[src/verilog/swr_regs.svh]
// Behaviour
// - alarm low after full kick-free timeout
// - either kick edge clears watchdog counter
// - counter held cleared while reset asserted
// - floating kick input disables the watchdog
// - disabled watchdog: alarm is low-line flag
// - timeout alarm stays low until cleared
// - supply low forces alarm low
// - supply recovery releases alarm at once
// - reset held while supply low
// - reset stretched after supply or manual release
// - manual reset low asserts reset
// - timeout alone never asserts reset
// - active-high reset is complement of reset
// - manual input debounced by stretch period
`ifndef SWR_REGS_SVH
`define SWR_REGS_SVH
`define SWR_CLK_HZ          40000000
`define SWR_WD_TIMEOUT_MS   1600
`define SWR_STRETCH_MS      200
`define SWR_WD_CYCLES  ((`SWR_CLK_HZ / 1000) * `SWR_WD_TIMEOUT_MS)
`define SWR_ST_CYCLES  ((`SWR_CLK_HZ / 1000) * `SWR_STRETCH_MS)
`define SWR_CNT_W           32
`endif

[src/verilog/swr_pkg.sv]
package swr_pkg;
    typedef enum logic [1:0] {
        SWR_RST_HOLD,
        SWR_RST_STRETCH,
        SWR_RST_RUN
    } swr_rst_state_t;
endpackage : swr_pkg

[src/verilog/swr_sync.sv]
`timescale 1ns/1ps
`default_nettype none
// three-stage synchroniser; a change counts when stages two and three agree
module swr_sync (
    input  wire logic clk_in,
    input  wire logic rst_in,
    input  wire logic ce_in,
    input  wire logic init_in,
    input  wire logic d_in,
    output logic      q_out
);
    logic [2:0] stage;
    logic [2:0] next_stage;
    logic       next_q;

    always_comb begin
        next_stage = {stage[1:0], d_in};
        next_q     = (stage[1] == stage[2]) ? stage[2] : q_out;
    end

    // reset value fixed at zero for every instance; the init_in tie is not used
    always_ff @(posedge clk_in or posedge rst_in) begin
        if (rst_in) begin
            stage <= 3'h0;
            q_out <= 1'h0;
        end else if (ce_in) begin
            stage <= next_stage;
            q_out <= next_q;
        end
    end
endmodule : swr_sync
`default_nettype wire

[src/verilog/swr_supervisor.sv]
`timescale 1ns/1ps
`default_nettype none
`include "swr_regs.svh"
module swr_supervisor #(
    parameter logic [31:0] WD_CYCLES = 32'(`SWR_WD_CYCLES),
    parameter logic [31:0] ST_CYCLES = 32'(`SWR_ST_CYCLES)
) (
    input  wire logic clk_in,
    input  wire logic rst_in,
    input  wire logic ce_in,
    input  wire logic supply_low_in,
    input  wire logic kick_float_in,
    input  wire logic watchdog_kick_in,
    input  wire logic manual_reset_n_in,
    output logic      reset_n_out,
    output logic      reset_out,
    output logic      watchdog_alarm_n_out
);
    logic                  supply_low;
    logic                  kick_float;
    logic                  kick;
    logic                  mr_low;
    logic                  kick_prev;
    swr_pkg::swr_rst_state_t state;
    swr_pkg::swr_rst_state_t next_state;
    logic [`SWR_CNT_W-1:0] st_cnt;
    logic [`SWR_CNT_W-1:0] next_st_cnt;
    logic [`SWR_CNT_W-1:0] wd_cnt;
    logic [`SWR_CNT_W-1:0] next_wd_cnt;
    logic                  timed_out;
    logic                  next_timed_out;
    logic                  next_reset_n;
    logic                  next_alarm_n;
    logic                  next_kick_prev;
    logic                  trigger;
    logic                  kick_edge;
    logic                  mr_raw_low;

    // slot of each pin inside the synchroniser bank
    localparam int PIN_SUPPLY = 0;
    localparam int PIN_FLOAT  = 1;
    localparam int PIN_KICK   = 2;
    localparam int PIN_MANUAL = 3;
    localparam int SWR_PINS   = 4;

    logic [SWR_PINS-1:0]   pin_raw;
    logic [SWR_PINS-1:0]   pin_sync;

    // terminal count test shared by the stretch and the watchdog counters
    function automatic logic expired(
        input logic [`SWR_CNT_W-1:0] cnt,
        input logic [31:0]           limit
    );
        expired = (cnt >= limit - 32'h1);
    endfunction : expired

    assign mr_raw_low          = ~manual_reset_n_in;
    assign pin_raw[PIN_SUPPLY] = supply_low_in;
    assign pin_raw[PIN_FLOAT]  = kick_float_in;
    assign pin_raw[PIN_KICK]   = watchdog_kick_in;
    assign pin_raw[PIN_MANUAL] = mr_raw_low;

    // every level arrives asynchronously, so each one is synchronised;
    // costs four cycles of latency but no metastable value reaches state
    genvar gi;
    generate
        for (gi = 0; gi < SWR_PINS; gi = gi + 1) begin : g_sync
            swr_sync swr_sync_inst (
                .clk_in  (clk_in),
                .rst_in  (rst_in),
                .ce_in   (ce_in),
                .init_in (1'h0),
                .d_in    (pin_raw[gi]),
                .q_out   (pin_sync[gi])
            );
        end
    endgenerate

    assign supply_low = pin_sync[PIN_SUPPLY];
    assign kick_float = pin_sync[PIN_FLOAT];
    assign kick       = pin_sync[PIN_KICK];
    assign mr_low     = pin_sync[PIN_MANUAL];

    // reset sequencer: hold while a trigger stands, then stretch
    always_comb begin
        trigger     = supply_low | mr_low;
        next_state  = state;
        next_st_cnt = st_cnt;
        case (state)
            swr_pkg::SWR_RST_HOLD: begin
                next_st_cnt = '0;
                if (!trigger) begin
                    next_state = swr_pkg::SWR_RST_STRETCH;
                end
            end
            swr_pkg::SWR_RST_STRETCH: begin
                // any bounce restarts the stretch, giving one long pulse
                if (trigger) begin
                    next_state = swr_pkg::SWR_RST_HOLD;
                end else if (expired(st_cnt, ST_CYCLES)) begin
                    next_state = swr_pkg::SWR_RST_RUN;
                end else begin
                    next_st_cnt = st_cnt + 32'h1;
                end
            end
            swr_pkg::SWR_RST_RUN: begin
                if (trigger) begin
                    next_state = swr_pkg::SWR_RST_HOLD;
                end
            end
            default: next_state = swr_pkg::SWR_RST_HOLD;
        endcase
        // watchdog timeout feeds nothing here; only an external wire can
        next_reset_n = (next_state == swr_pkg::SWR_RST_RUN);
    end

    // watchdog timer
    always_comb begin
        next_kick_prev = kick;
        kick_edge      = kick ^ kick_prev;
        next_wd_cnt    = wd_cnt;
        next_timed_out = timed_out;
        if (!reset_n_out || kick_float || kick_edge) begin
            next_wd_cnt    = '0;
            next_timed_out = 1'h0;
        end else if (expired(wd_cnt, WD_CYCLES)) begin
            next_timed_out = 1'h1;
        end else begin
            next_wd_cnt = wd_cnt + 32'h1;
        end
        // supply state passes straight through, no stretch on recovery
        if (supply_low) begin
            next_alarm_n = 1'h0;
        end else if (next_timed_out) begin
            next_alarm_n = 1'h0;
        end else begin
            next_alarm_n = 1'h1;
        end
    end

    // reset sequencer registers
    always_ff @(posedge clk_in or posedge rst_in) begin
        if (rst_in) begin
            state       <= swr_pkg::SWR_RST_HOLD;
            st_cnt      <= '0;
            reset_n_out <= 1'h0;
        end else if (ce_in) begin
            state       <= next_state;
            st_cnt      <= next_st_cnt;
            reset_n_out <= next_reset_n;
        end
    end

    // watchdog registers; alarm idles high so a reset shows no alarm
    always_ff @(posedge clk_in or posedge rst_in) begin
        if (rst_in) begin
            wd_cnt               <= '0;
            timed_out            <= 1'h0;
            kick_prev            <= 1'h0;
            watchdog_alarm_n_out <= 1'h1;
        end else if (ce_in) begin
            wd_cnt               <= next_wd_cnt;
            timed_out            <= next_timed_out;
            kick_prev            <= next_kick_prev;
            watchdog_alarm_n_out <= next_alarm_n;
        end
    end

    assign reset_out = ~reset_n_out;
endmodule : swr_supervisor
`default_nettype wire

[config.mk]
export PLATFORM = sky130hd
export DESIGN_NAME = swr_supervisor
export DESIGN_NICKNAME = d
export VERILOG_FILES = /design/src/verilog/swr_pkg.sv /design/src/verilog/swr_sync.sv /design/src/verilog/swr_supervisor.sv
export VERILOG_INCLUDE_DIRS = /design/src /design/src/verilog
export SDC_FILE = /design/constraint.sdc
export NUM_CORES = 1
export LEC_CHECK = 0
export BUFFER_PORTS_ARGS = -buffer_cell sky130_fd_sc_hd__clkbuf_2
export CORE_MARGIN = 2
export CORE_UTILIZATION = 50
export CTS_CLUSTER_DIAMETER = 50
export DETAILED_ROUTE_END_ITERATION = 16
export PLACE_DENSITY = 0.67
export SLEW_MARGIN = 20
export SYNTH_ARGS = -nofsm -noshare
export SYNTH_HDL_FRONTEND = slang
export SYNTH_SLANG_ARGS = --single-unit
[constraint.sdc]
create_clock -name clk_in -period 3.3 [get_ports clk_in]
set_input_delay 0 -clock clk_in [delete_from_list [all_inputs] [get_ports clk_in]]
set_output_delay 0 -clock clk_in [all_outputs]
set_load 0.01 [all_outputs]
==> run metrics <==
outcome=complete, no violations; Hold Path Depth=2; startpoint types=flop; syn_area_per_cell=9.76 um2; worst rel slew slack=0.356; Slew @ Worst Pin=0.965 ns; adder-cell share of the synthesized area=0.00606; first-pass GRT wire length=13400 um; hold crit path type=in2reg; Switch Pwr=613 uW; Mapped Cells=423; Worst EP required=3.59 ns; number of H-tree levels=3; Mapped Nets=432; Clock Latency Late Sink=0.36 ns; most frequent CP cell=or4_1; Sum Neg Setup Slack=0 ns; Clock Pin Slew Worst Setup and Hold Paths=0.09 ns; crit path max fanout=45; Vias=3081; Final Net Count=443; Port Buffer Count=9; DR DRC count=0; total CTS buffers=9; worst path bufs/invs=0; CTS tree=done; Ys Warns=0; hold_sp=ce_in; Synth Area in Compound Gates=0.105; XOR/XNOR share of the synthesized area=0.0403; final-layout fill cell count=730; commonest non-fill, non-tap cell in the layout=dfrtp_1; placed cells=523; internal power=1590 uW; largest net degree at the start of global routing=60; Reg2Reg Launch Point=st_cnt[13]$_DFFE_PP0P_; Seq pwr share=0.533; Switching Share=0.278; Synth Cell Area=4130 um2; Yosys reg bits=86; Design Area, Final=4520 um2; global route overflow=0; RR Endpoint=st_cnt[14]$_DFFE_PP0P_; layout cell share with drive strength beyond 1=0.112; cts repair resizes=0; row cnt=33; diode count=0; Period minus WS final=2.61 ns; WP data arrival=2.89 ns; register-to-register path setup slack=0.69 ns; final setup violating endpoints=0; reg2reg path depth=6; DP Wirelength=5160 um; routed len/inst=14.4 um; peak supply drop=0.000352 V; I/O Pins=10; GRT Total Usage=0.189; main combinational cell family by area after synthesis=simple AND/OR/NAND/NOR gates; routability cong.=0.824; period utilization=0.790; post-synthesis sequential area ratio=0.522; die height=94.9 um; most frequent cells in the layout=85 x dfrtp_1, 39 x a21oi_1, 31 x nor2_1, 28 x or3_1, 25 x o21ai_0; Lkg Pwr=0.00189 uW; post-synthesis cell type count=35; area grow syn2layout=9.49%; Placeable Area=8090 um2; RSZ-0062 raised after global routing=no; Critical Path Start=st_cnt[13]$_DFFE_PP0P_; 1st-pass router iterations=5; Clk pwr share=0.346; die area=9000 um2; DR vias/cell=5.66; Place WS=0.723 ns; Final ANT Viol Nets=0; pwr/cell area=488 nW/um2; antenna violations before repair=0; clock sinks=86; setup ws final=0.694 ns; Die Span X=94.9 um; final count of hold timing violations=0; vias in the first global route=2941; Routed Wire Length=7830 um; Crit Path Class=reg2reg; FMAX=0.384 GHz; Non-Filler Instances=544; initial DRC count=94; Root Buffer=clkbuf_8; Final Util=0.558; mux contribution to synthesized area=0.0327; CP Cell Sequence=or3_1, or4_1, o221a_2, o21a_4, or4_1, a21oi_1; Starting Density=0.510; clk buf depth=2; Layout Skew=0.0128 ns; Slew Viols, Final=0; combinational share of power=0.122; MaxCap Viol Count=0; Hold Path Sink=watchdog_alarm_n_out$_DFFE_PP1P_; Synth Area in Simple Gates=0.263; CP endpoint kind=flop; Critical Path Max Stage Delay=0.50 ns; Placement Cell Area=4260 um2; CP max stage cell=or4_1; delay-heaviest family, CP=simple AND/OR/NAND/NOR gates; Setup Fix Bufs, Post-CTS=0
[flip-flops by register name, summed over array words and instances (netlist names)]
name / cells
g_sync.swr_sync_inst.q_out: 4
kick_prev: 1
g_sync.swr_sync_inst.stage: 12
timed_out: 1
wd_cnt: 32
reset_n_out: 1
state: 2
watchdog_alarm_n_out: 1
st_cnt: 32
[worst max path at each step]
stage                                   endpoint  cells past startpoint  slack (ns)
after global routing      st_cnt[14]$_DFFE_PP0P_                      6        0.54
after floorplan           st_cnt[14]$_DFFE_PP0P_                      7        0.92
after CTS                 st_cnt[14]$_DFFE_PP0P_                      6        0.70
final                     st_cnt[14]$_DFFE_PP0P_                      6        0.69
after global placement    st_cnt[14]$_DFFE_PP0P_                      6        0.76
after detailed placement  st_cnt[14]$_DFFE_PP0P_                      6        0.72
[timing repair]
item                       in CTS  in global routing
hold buffers                    5                  0
setup endpoints to repair       0                  0
hold endpoints to repair       60                  0
[layout make-up]
type | instances | area (um2) | share of cell area
flip-flops and latches | 86 | 2150 | 0.476
inverters | 7 | 28.8 | 0.00637
clock buffers | 10 | 138 | 0.0305
well taps | 105 | 131 | 0.0291
multi-input cells | 309 | 1850 | 0.410
repair buffers | 21 | 148 | 0.0327
clock inverters | 6 | 68.8 | 0.0152
[cell usage after synthesis, drive strengths merged]
master	count	area, um2
o41a	1	11.3
and2	11	68.8
nor3	16	80.1
and3	7	43.8
nand4	15	93.8
o21a	2	22.5
and4	8	70.1
nand3b	3	22.5
nor3b	3	22.5
nand2	23	86.3
nor4b	2	17.5
or4	3	22.5
o22ai	2	12.5
nor4	8	50.1
a21o	2	15.0
buf	3	33.8
clkbuf	18	67.6
a21oi	39	195
nor2	31	116
dfstp	1	26.3
ha	2	25.0
mux2	12	135
nor2b	11	68.8
dfrtp	85	2130
o221a	1	11.3
nand2b	4	25.0
nand3	23	115
xnor2	19	166
o31ai	3	22.5
or2	1	6.26
inv	7	26.3
o21ai	29	145
or3	28	175
[layer usage]
| layer | share of wire | vias up | GRT usage |
|---|---|---|---|
| met3 | 0.028 | 7 | 0.0455 |
| met5 | 0 | - | 0 |
| li1 | - | 1539 | - |
| met2 | 0.49 | 38 | 0.317 |
| met1 | 0.47 | 1497 | 0.243 |
| met4 | 0.010 | 0 | 0.0568 |
[power by group through the flow]
stage | Sequential, uW | Combinational, uW | Clock, uW
2_1_floorplan | 1180 | 221 | 0
3_3_place_gp | 1190 | 257 | 0
3_5_place_dp | 1190 | 268 | 0
4_1_cts | 1170 | 272 | 788
5_1_grt | 1180 | 305 | 829
6_report | 1170 | 268 | 762
[logic make-up after synthesis]
| logic type | after synthesis |
|---|---|
| buffers and inverters | 28 |
| flip-flops | 86 |
| XOR/XNOR | 19 |
| AND/OR/NAND/NOR | 197 |
| multiplexers | 12 |
| AO/OA/AOI/OAI | 79 |
| adder cells (fa/ha/maj) | 2 |
[through the flow]
| stage | total power (uW) | hold WS, ns |
|---|---|---|
| after floorplan | 1400 | 0.0888 |
| after global placement | 1450 | 0.184 |
| after detailed placement | 1460 | 0.182 |
| after CTS | 2230 | 0.0388 |
| after global routing | 2320 | 0.0646 |
| final | 2200 | 0.0455 |
No activity file was read; power rests on OpenSTA's default activity.
